### config.mk
export PLATFORM = sky130hd
export DESIGN_NAME = ccr_regs
export DESIGN_NICKNAME = d
export VERILOG_FILES = /design/src/ccr_pkg.sv /design/src/ccr_regs.sv
export SDC_FILE = /design/constraint.sdc
export NUM_CORES = 1
export LEC_CHECK = 0
export BUFFER_PORTS_ARGS = -buffer_cell sky130_fd_sc_hd__buf_2
export CAP_MARGIN = 0
export CORE_ASPECT_RATIO = 0.75
export CORE_UTILIZATION = 57
export DETAILED_ROUTE_END_ITERATION = 10
export PLACE_DENSITY_LB_ADDON = 0.08
export SKIP_LAST_GASP = 1
export SLEW_MARGIN = 0
export SYNTH_ARGS = -nofsm -noshare
export SYNTH_HDL_FRONTEND = slang
export SYNTH_SLANG_ARGS = --single-unit
### constraint.sdc
create_clock -name clk -period 2.1 [get_ports clk]
set_input_delay 0.21 -clock clk [delete_from_list [all_inputs] [get_ports clk]]
set_output_delay 0.21 -clock clk [all_outputs]
set_load 0.05 [all_outputs]
### src/ccr_pkg.sv
package ccr_pkg;

  localparam int ADDR_W = 12;

  localparam logic [11:0] ADDR_SERIAL_CFG = 12'h000;
  localparam logic [11:0] ADDR_READBACK = 12'h004;
  localparam logic [11:0] ADDR_VER_LO = 12'h005;
  localparam logic [11:0] ADDR_VER_HI = 12'h006;
  localparam logic [11:0] ADDR_PRI_LO = 12'h010;
  localparam logic [11:0] ADDR_PRI_HI = 12'h011;
  localparam logic [11:0] ADDR_SEC_LO = 12'h012;
  localparam logic [11:0] ADDR_SEC_HI = 12'h013;
  localparam logic [11:0] ADDR_TEST_DIV = 12'h014;

  // Serial port configuration bit positions, each function held in a mirrored pair; the readback control bit last
  localparam int BIT_SDO_A = 7;
  localparam int BIT_LSB_A = 6;
  localparam int BIT_SRST_A = 5;
  localparam int BIT_SRST_B = 2;
  localparam int BIT_LSB_B = 1;
  localparam int BIT_SDO_B = 0;
  localparam int BIT_READBACK = 0;

  localparam logic [7:0] RST_SERIAL_CFG = 8'h00;
  localparam logic [7:0] RST_READBACK = 8'h00;
  localparam logic [15:0] RST_VERSION = 16'h0000;
  localparam logic [9:0] RST_REF_DIV = 10'h000;
  localparam logic [5:0] RST_TEST_DIV = 6'h00;
  localparam logic [7:0] READ_UNMAPPED = 8'h00;

  // Staged settings; the active copy is loaded on an update strobe
  typedef struct packed {
    logic [15:0] version;
    logic [9:0] pri_div;
    logic [9:0] sec_div;
    logic [5:0] test_div;
  } ccr_set_t;

  typedef struct packed {
    ccr_set_t stage;
    ccr_set_t active;
    logic sdo_active;
    logic lsb_first;
    logic soft_rst;
    logic readback;
    logic [7:0] rdata;
    logic rd_valid;
  } ccr_state_t;

  localparam ccr_set_t SET_RESET = '{
    version: RST_VERSION, pri_div: RST_REF_DIV, sec_div: RST_REF_DIV, test_div: RST_TEST_DIV};

endpackage

### src/ccr_regs.sv
`timescale 1ns/1ps
module ccr_regs
  import ccr_pkg::*;
(
  input wire logic clk, // 100 MHz clock
  input wire logic srst, // Synchronous reset, active high
  input wire logic i2c_mode, // Serial port is in I2C mode
  input wire logic wr_en, // Register write strobe
  input wire logic rd_en, // Register read strobe
  input wire logic [ADDR_W-1:0] addr, // Register address
  input wire logic [7:0] wdata, // Write data
  input wire logic io_update, // Copy staged settings to active
  output logic [7:0] rdata, // Read data, valid with rd_valid
  output logic rd_valid, // Read answer, one cycle
  output logic soft_reset, // Soft reset pulse, one cycle
  output logic sdo_active, // Serial data output enabled
  output logic lsb_first, // LSB first with ascending addresses
  output logic [15:0] customer_version, // Active customer version word
  output logic [9:0] primary_reference_div, // Active primary reference divider
  output logic [9:0] secondary_reference_div, // Active secondary reference divider
  output logic [5:0] test_ref_div // Active test divider
);

  ccr_state_t state_q;
  ccr_state_t state_d;
  logic addr_hit;
  logic [7:0] cfg_rd;

  localparam ccr_state_t STATE_RESET = '{
    stage: SET_RESET, active: SET_RESET,
    sdo_active: RST_SERIAL_CFG[BIT_SDO_B], lsb_first: RST_SERIAL_CFG[BIT_LSB_B],
    soft_rst: RST_SERIAL_CFG[BIT_SRST_B], readback: RST_READBACK[BIT_READBACK],
    rdata: READ_UNMAPPED, rd_valid: 1'b0};

  always_comb begin
    unique case (addr)
      ADDR_SERIAL_CFG, ADDR_READBACK, ADDR_VER_LO, ADDR_VER_HI, ADDR_PRI_LO,
      ADDR_PRI_HI, ADDR_SEC_LO, ADDR_SEC_HI, ADDR_TEST_DIV: addr_hit = 1'b1;
      default: addr_hit = 1'b0;
    endcase
  end

  always_comb begin
    cfg_rd = 8'h00;
    cfg_rd[BIT_SDO_A] = state_q.sdo_active;
    cfg_rd[BIT_SDO_B] = state_q.sdo_active;
    cfg_rd[BIT_LSB_A] = state_q.lsb_first;
    cfg_rd[BIT_LSB_B] = state_q.lsb_first;
  end

  // Reads follow the staged copy unless readback points at the active copy
  function automatic logic [7:0] read_mux(input logic [11:0] a, input ccr_set_t s,
                                          input logic [7:0] cfg, input logic rb);
    logic [7:0] r;
    r = READ_UNMAPPED;
    unique case (a)
      ADDR_SERIAL_CFG: r = cfg;
      ADDR_READBACK: r = {7'h00, rb};
      ADDR_VER_LO: r = s.version[7:0];
      ADDR_VER_HI: r = s.version[15:8];
      ADDR_PRI_LO: r = s.pri_div[7:0];
      ADDR_PRI_HI: r = {6'h00, s.pri_div[9:8]};
      ADDR_SEC_LO: r = s.sec_div[7:0];
      ADDR_SEC_HI: r = {6'h00, s.sec_div[9:8]};
      ADDR_TEST_DIV: r = {2'h0, s.test_div};
      default: r = READ_UNMAPPED;
    endcase
    return r;
  endfunction

  always_comb begin
    state_d = state_q;
    state_d.rd_valid = rd_en;
    if (rd_en) begin
      state_d.rdata = read_mux(addr, state_q.readback ? state_q.active : state_q.stage,
                               cfg_rd, state_q.readback);
    end
    if (io_update) begin
      state_d.active = state_q.stage;
    end
    if (wr_en && addr_hit) begin
      unique case (addr)
        ADDR_SERIAL_CFG: begin
          // Either half of a mirrored pair sets the function, so bit order never matters
          state_d.soft_rst = wdata[BIT_SRST_A] | wdata[BIT_SRST_B];
          if (!i2c_mode) begin
            state_d.sdo_active = wdata[BIT_SDO_A] | wdata[BIT_SDO_B];
            state_d.lsb_first = wdata[BIT_LSB_A] | wdata[BIT_LSB_B];
          end
        end
        ADDR_READBACK: state_d.readback = wdata[BIT_READBACK];
        ADDR_VER_LO: state_d.stage.version[7:0] = wdata;
        ADDR_VER_HI: state_d.stage.version[15:8] = wdata;
        ADDR_PRI_LO: state_d.stage.pri_div[7:0] = wdata;
        ADDR_PRI_HI: state_d.stage.pri_div[9:8] = wdata[1:0];
        ADDR_SEC_LO: state_d.stage.sec_div[7:0] = wdata;
        ADDR_SEC_HI: state_d.stage.sec_div[9:8] = wdata[1:0];
        ADDR_TEST_DIV: state_d.stage.test_div = wdata[5:0];
        default: state_d = state_d;
      endcase
    end
    // Soft reset returns every setting to default and clears itself
    if (state_q.soft_rst) begin
      state_d = STATE_RESET;
    end
  end

  always_ff @(posedge clk) begin
    if (srst) begin
      state_q <= STATE_RESET;
    end else begin
      state_q <= state_d;
    end
  end

  assign rdata = state_q.rdata;
  assign rd_valid = state_q.rd_valid;
  assign soft_reset = state_q.soft_rst;
  assign sdo_active = state_q.sdo_active;
  assign lsb_first = state_q.lsb_first;
  assign customer_version = state_q.active.version;
  assign primary_reference_div = state_q.active.pri_div;
  assign secondary_reference_div = state_q.active.sec_div;
  assign test_ref_div = state_q.active.test_div;
endmodule

* After elaboration in Yosys (flattened, before gate mapping)
Memory sizes are Yosys's and may differ from the RTL's.
Cells that the tools add are included.
** Storage, ports and cells
- Flip-flop bits (word level) :: 97
- Bits in read-only memories :: 32
- Memories :: 1
** Cells by class
- Equal/unequal tests :: 8
- Mux-type cells :: 5
- Bitwise logic cells :: 6
- Reductions and logical operators :: 14
** Memories
- (no name shown) :: depth 32, width 1, rd ports 1, clocked after memory_dff 0, write ports 0, line ccr_regs.sv:36 : unique case (addr)
** Operator list (number)
- two-way mux 42 bit :: 2
- one-hot mux 8 bit (9 select lines) :: 1
- == test 12 x 5 -> 1 bit, second input constant :: 5
- == test 12 x 3 -> 1 bit, second input constant :: 3
- AND reduction 2 bit :: 8
- zero test 12 bit :: 1
- two-way mux 8 bit :: 1
- zero test 7 bit :: 1
- OR reduction 4 bit :: 1
- NOT 1 bit :: 3
- OR 1 bit :: 3
- AND reduction 3 bit :: 1
- OR reduction 2 bit :: 1
- logical AND 1 bit :: 1
- two-way mux 1 bit :: 1

* Longest topological paths before layout
Gate-level depths: netlist (run 1).
- Depth in word-level cells :: 5
- Gate-level depth with buffers :: 7

* Least setup slack after synthesis (run 1)
Ideal clock, no wire load.
- Path type :: reg-to-reg
- From :: reg state_q, in the netlist soft_reset
- To :: reg state_q, in the netlist secondary_reference_div[0]
- Library setup time :: 0.128 ns
- Arrival time :: 1.643 ns
- Data required time :: 1.972 ns
- Path slack :: 0.330 ns
- Cell stages (with the launch flop) :: 6
- Path buffers :: 3
- Clock period less this slack :: 1.770 ns
- Cells stage by stage :: dfxtp_1 -> or2_2 -> clkbuf_1 -> clkbuf_1 -> buf_1 -> nor2_1
** Between the ends
- Cells in the longest elaborated chain, start to end :: 1
** Ends and longest elaborated chain
- start, declared :: line ccr_regs.sv:24 : ccr_state_t state_q;
- start signal, assigned :: line ccr_regs.sv:112 : state_q <= state_d;
- OR reduction 2 bit (no source line)
No other way between the ends.
A chain may end at the register's enable or synchronous reset.

* Final worst setup path (run 1)
- From :: reg state_q[9] (netlist name)
- To :: reg state_q, in the netlist rdata[7]
** Between the ends
- Cells in the longest elaborated chain, start to end :: 3
** Ends and longest elaborated chain
- two-way mux 42 bit :: line ccr_regs.sv:75 : state_d.rdata = read_mux(addr, state_q.readback ? state_q.active : state_q.stage,
- one-hot mux 8 bit (9 select lines) :: line ccr_regs.sv:56 : unique case (a)
- two-way mux 8 bit :: line ccr_regs.sv:74 : if (rd_en) begin
No other way between the ends.

==> results of run 1 <==
## worst max-delay path, stage by stage (launching register included)
cell,delay [ns]
dfxtp_2,0.36
buf_12,0.22
mux2i_1,0.29
o2bb2ai_1,0.11
o21ai_0,0.28
o221ai_1,0.18
a22o_1,0.21
## stage by stage
stage                     std cells  total power [mW]  cell area [um^2]
final                           643             3.641              5245
after global routing            643             3.747              5245
after CTS                       643             3.660              5245
after detailed placement        628             2.069              4960
after global placement          628             2.068              4960
after floorplan                 516             1.999              4877
## cell usage after synthesis, drive strengths merged, types with 2 or more instances
library cell	n	area, um^2
mux2i	108	1081
dfxtp	97	1942
nor2	86	330.3
buf	68	504.2
nand2	21	78.83
o21ai	19	98.85
a21oi	17	85.08
clkbuf	17	63.81
o22ai	9	56.30
a22o	5	43.79
nand4	5	31.28
nor4	5	31.28
or4	5	48.79
mux2	4	45.04
nor3	4	42.54
and2	3	18.77
nand3	3	27.53
o21bai	3	22.52
o221ai	3	26.28
a22oi	2	15.01
a31oi	2	12.51
and2b	2	17.52
inv	2	7.510
nand2b	2	12.51
nand4bb	2	22.52
nor2b	2	12.51
o211ai	2	15.01
or4b	2	20.02
or4bb	2	22.52
## sequential cells by signal (all words and copies together) (netlist names)
signal	cells
customer_version	16
lsb_first	1
primary_reference_div	10
rd_valid	1
rdata	8
sdo_active	1
secondary_reference_div	10
soft_reset	1
state_q	43
test_ref_div	6
## kinds of logic (layout without fill, tap and decap cells)
family                 count (synthesis)  after routing  synth area share [%]
AND/OR/NAND/NOR                      150            150                 15.73
multiplexers                         113            113                 23.55
flip-flops                            97             97                 39.82
buffers and inverters                 87            109                 11.80
AO/OA/AOI/OAI                         69             69                 9.107
## layout make-up
cell class | instances | area [um^2] | area share (%)
multi-input cells | 332 | 2360 | 44.99
flip-flops and latches | 97 | 1943 | 37.05
repair buffers | 92 | 518.0 | 9.876
clock buffers | 9 | 225.2 | 4.294
well taps | 105 | 131.4 | 2.505
clock inverters | 6 | 60.06 | 1.145
inverters | 2 | 7.507 | 0.1431
## power by group through the flow
stage	Combinational [mW]	Sequential, mW	Clock (mW)
final	0.189	1.84	1.61
after global routing	0.200	1.84	1.71
after CTS	0.187	1.84	1.63
after detailed placement	0.187	1.88	0
after global placement	0.186	1.88	0
after floorplan	0.114	1.89	0
## per-layer routing
layer  share of wire (%)  track usage, %  up-vias
met5                   0               0        -
met4                 1.3           8.649        0
met3                 6.6           6.122       10
met2                  46           43.10      102
met1                  46           39.69     1781
li1                    -               -     1795
## cell usage in the layout (no fill, tap or decap), types with 3 or more instances in the layout
cell type / instances
o21ai_0: 16
nand4_1: 5
o21bai_1: 3
nor4_1: 5
or4_4: 3
a21oi_1: 17
a22o_1: 5
dfxtp_1: 96
and2_1: 3
nor2_1: 85
nand2_1: 21
buf_4: 11
clkbuf_16: 9
buf_2: 79
mux2i_1: 108
mux2_2: 4
o221ai_1: 3
o22ai_1: 9
clkinv_2: 3
## worst paths after layout
kind	end	cells past startpoint
max	rdata[7]$_SDFFE_PP0P_	6
min reg2reg	rdata[5]$_SDFFE_PP0P_	2
max reg2reg	rdata[7]$_SDFFE_PP0P_	6
min	rd_valid$_SDFF_PP0_	2
==> out/metrics.cfg, run 1 <==
[synth]
synth_cell_types=53
ys_seq_elements=97
synthFlopType=dfxtp_1
synth_edf_count=0
avgSynthCellArea_um2=9.452
synth_area_mm2=0.004877
seq_area_frac_synth_pct=39.82
syn-instance-count=516
async_reset_ff_share_pct=0
yosys_warnings=0
synth_fp_nets=542

[floorplan]
die_y_um=82.11
die_area_mm2=0.008934
fp.dieW_um=108.8
row_count=28
core_area_mm2=0.008093
start_util_pct=60.27
io-pin-count=80

[sta]
clock.fmax_ghz=0.5670
hold_viol=0
setup_violations=0
post-route-period-util_pct=83.98
worst_pin_slew_ns=0.8899
hold_slack_ns=0.1228
rsz0062_at_grt=false
layout_setup_ws_ns=0.3364
maxSlewViolCount=0
worst_clock_skew_ns=0.006290
slew_headroom_pct=40.67
period_needed_ns=1.764
fin_setup_tns_ns=0

[global_routing]
grt_pass1_vias=3223
grt_antenna_before_repair=0
grt_max_degree=88
grt_use_total_pct=28.16
grt_pass1_wl_um=18170
overflow=0

[power]
combinationalPowerShare_pct=5.2
leakage_nw=2.264
pwr-share-seq_pct=50.5
power_density_mw_per_mm2=694.3
p_int_mw=2.805
power.switching_mw=0.8364
clockPowerShare_pct=44.3
irDropWorstVdd_uv=726.9
p_sw_share_pct=22.97

[detailed_routing]
drc=0
viasPerCell=5.736
vias=3688
drt_iter0_markers=244
drt_first_pass_iters=4
finalWirelength_um=12080
antenna_left=0
routedWlPerCell_um=18.78

[clock_network]
h-tree-depth=3
clock_path_buffers=2
clk_latency_ns=0.35
clk_pin_slew_ns=0.07
cts_buffers=9
cts-root-buf=clkbuf_16
cts_tree=done
cts_setup_buffers=0
clkSinkCount=97
ctsHoldBuffers=0
cts-resized-gates=0

[critical_path]
critPathLaunchType=flop
reg2reg_setup_slack_ns=0.34
arrival_ns=2.01
required_ns=2.34
reg2reg_from=state_q[9]$_SDFFE_PP0P_
path_max_fanout=27
cp-end-kind=flop
cp-startpoint=state_q[9]$_SDFFE_PP0P_
critPathKind=reg2reg

[finish]
nets=560
n_fill_cell=714
drive_above_1_share_pct=23.61
diodes=0
utilization_pct=64.81
area_growth_pct=7.542

[hold_path]
hold_class=in2reg
hold_start=rd_en

[outcome]
status=finished clean

[place]
dpl_worst_slack_ns=0.1222
io_buffers=79
place_congestion=0.8711
hpwlAfterDp_um=8511

[flow_run]
maxCapViolations=0

Power figures use the tool's default switching activity.
==> run 2: changes to the inputs <==
--- a/config.mk
+++ b/config.mk
@@ -5,6 +5,7 @@
 export SDC_FILE = /design/constraint.sdc
 export NUM_CORES = 1
 export LEC_CHECK = 0
+export ABC_AREA = 1
 export BUFFER_PORTS_ARGS = -buffer_cell sky130_fd_sc_hd__buf_2
 export CAP_MARGIN = 0
 export CORE_ASPECT_RATIO = 0.75
==> constraint.sdc (replaced) <==
create_clock -name clk -period 1.7 [get_ports clk]
set_input_delay 0.17 -clock clk [delete_from_list [all_inputs] [get_ports clk]]
set_output_delay 0.17 -clock clk [all_outputs]
set_load 0.05 [all_outputs]
==> out/metrics.cfg, run 2 <==
[floorplan]
row_count=28
die_y_um=82.19
fp.dieW_um=108.9
io-pin-count=80
start_util_pct=60.39
core_area_mm2=0.008093
die_area_mm2=0.008952

[finish]
drive_above_1_share_pct=19.61
final_cell_mix=nand2_1 (139), o21ai_0 (116), dfxtp_1 (96), a21oi_1 (92), buf_2 (79)
nets=740
largest_register=state_q
layout_commonest_cell=nand2_1
seq_area_mm2=0.001943
multi_input_area_mm2=0.002143
diodes=0
n_fill_cell=709
area_growth_pct=8.653
largest_reg_flops=43

[outcome]
status=finished clean

[critical_path]
ff2ff_path_depth=6
required_ns=1.90
r2r-end=rdata[7]$_SDFFE_PP0P_
cp-end-kind=flop
path_max_fanout=31
reg2reg_setup_slack_ns=0.15
reg2reg_from=state_q[9]$_SDFFE_PP0P_
cp_cell_sequence=buf_4 > o21ai_0 > nand2_1 > nand3_1 > o21ai_0 > a21oi_1
cp_slowest_stage_delay_ns=0.35
slowest_stage=dfxtp_2
critPathKind=reg2reg
critPathLaunchType=flop
arrival_ns=1.75
cp_common_cell=o21ai_0

[clock_network]
ctsHoldBuffers=0
cts_buffers=9
clkSinkCount=97
clk_latency_ns=0.34
cts-resized-gates=0
cts_setup_buffers=0
cts-root-buf=clkbuf_16
clk_pin_slew_ns=0.06
clock_path_buffers=2
cts_tree=done
h-tree-depth=3

[sta]
layout_setup_ws_ns=0.1539
worst_pin_slew_ns=0.5406
worst_clock_skew_ns=0.003816
slew_headroom_pct=63.92
rsz0062_at_grt=false
hold_slack_ns=0.1297
fin_setup_tns_ns=0
clock.fmax_ghz=0.6468
hold_viol=0
period_needed_ns=1.546
setup_violations=0
post-route-period-util_pct=90.94
maxSlewViolCount=0

[power]
p_sw_share_pct=26.07
leakage_nw=2.273
p_int_mw=3.549
combinationalPowerShare_pct=9.8
p_total_mw=4.800
pwr-share-seq_pct=49.1
irDropWorstVdd_uv=961.9
power.switching_mw=1.251
clockPowerShare_pct=41.1
power_density_mw_per_mm2=903.9

[synth]
muxShareOfSynthArea_pct=0
ys_seq_elements=97
synth_area_mm2=0.004887
synth_fp_nets=721
synth_top_area_share_pct=39.73
synth_edf_count=0
yosys_warnings=0
synth_top_family_by_area=compound AO/OA/AOI/OAI gates
synthSimpleGateAreaFrac_pct=20.61
synth_compound_area_share_pct=23.09
synth_xor_xnor_area_share_pct=0
synth_cell_types=31
syn-instance-count=695
seq_area_frac_synth_pct=39.73
synth_top_area_cell=dfxtp_1
synthFlopType=dfxtp_1
avgSynthCellArea_um2=7.032
synthAdderAreaFrac_pct=0
synth_area_leaders=dfxtp_1 (40%), o21ai_0 (12%), nand2_1 (11%)
synthTopCellsByCount=nand2_1 (139), o21ai_0 (116), dfxtp_1 (97)
async_reset_ff_share_pct=0
synth.most_common_cell=nand2_1

[place]
place_congestion=0.9341
dpl_worst_slack_ns=-0.02398
hpwlAfterDp_um=8732
io_buffers=79

[detailed_routing]
antenna_left=0
routed-wl-met3_um=830
route.met2.wl_um=5392
wirelength_met1_um=5971
finalWirelength_um=12270
vias=4449
drt_first_pass_iters=5
routedWlPerCell_um=14.89
drc=0
top_layer=met4
drt_iter0_markers=354
viasPerCell=5.399

[global_routing]
overflow=0
grt_use_total_pct=28.75
grt_pass1_vias=3822
grt_pass1_wl_um=19530
grt_antenna_before_repair=0
grt_max_degree=84

[hold_path]
min_to=state_q[93]$_SDFFE_PP0P_
min_path_cells=3
hold_start=wdata[4]
hold_class=in2reg

[flow_run]
maxCapViolations=0

[run 2: cell count changes after synthesis, sizes merged, moves of 10 or more]
cell,delta
clkbuf,+10
nand3,+19
nor2,-31
buf,-12
nand2,+120
inv,+69
mux2i,-108
o21ai,+101
a21oi,+77
[run 2: critical path: cells and delay by family, from the launching register on]
| kind | cells | cell delay (ns) |
|---|---|---|
| AND/OR/NAND/NOR | 2 | 0.20 |
| AO/OA/AOI/OAI | 3 | 0.56 |
| buffers and inverters | 1 | 0.30 |
| flip-flops | 1 | 0.35 |
[run 2: final cells by class]
class / count / area share, %
clock buffer: 13 / 5.090
clock inverter: 3 / 0.4477
inverter: 73 / 5.184
multi-input combinational: 442 / 40.36
sequential: 97 / 36.59
tap: 105 / 2.474
timing repair buffer: 91 / 9.849
[run 2: stage by stage]
stage	instance area, um^2	cells	utilization [%]
5_1_grt	5310	824	65.62
2_1_floorplan	4887	695	-
3_5_place_dp	5016	808	61.98
3_3_place_gp	5016	808	61.98
6_report	5310	824	65.62
4_1_cts	5310	824	65.62
[run 2: worst max-delay path by stage]
stage	startpoint	end	slack, ns	cells past startpoint
global placement	addr[3]	state_q[90]$_SDFFE_PP0P_	0.06	9
finish	state_q[9]$_SDFFE_PP0P_	rdata[7]$_SDFFE_PP0P_	0.15	6
floorplan	soft_reset$_SDFF_PP0_	lsb_first$_SDFFE_PP0P_	0.18	5
global route	state_q[9]$_SDFFE_PP0P_	rdata[7]$_SDFFE_PP0P_	0.008	6
CTS	state_q[9]$_SDFFE_PP0P_	rdata[7]$_SDFFE_PP0P_	0.17	6
detailed placement	addr[9]	state_q[96]$_SDFFE_PP0P_	-0.02	9
[run 2: power by group through the flow]
stage | Clock, mW | Combinational, mW | Sequential (mW)
after floorplan | 0 | 0.389 | 2.40
after global placement | 0 | 0.461 | 2.40
after detailed placement | 0 | 0.469 | 2.40
after CTS | 1.98 | 0.470 | 2.35
after global routing | 2.09 | 0.511 | 2.36
final | 1.97 | 0.471 | 2.35
[run 2: logic make-up after synthesis]
group           count (synthesis)
compound gates                219
buf+inv                       156
flops                          97
simple gates                  223
[run 2: routing by layer]
layer | vias up | global-route usage [%]
li1 | 2240 | -
met1 | 2046 | 41.68
met2 | 154 | 43.90
met3 | 9 | 5.808
met4 | 0 | 6.216
met5 | - | 0
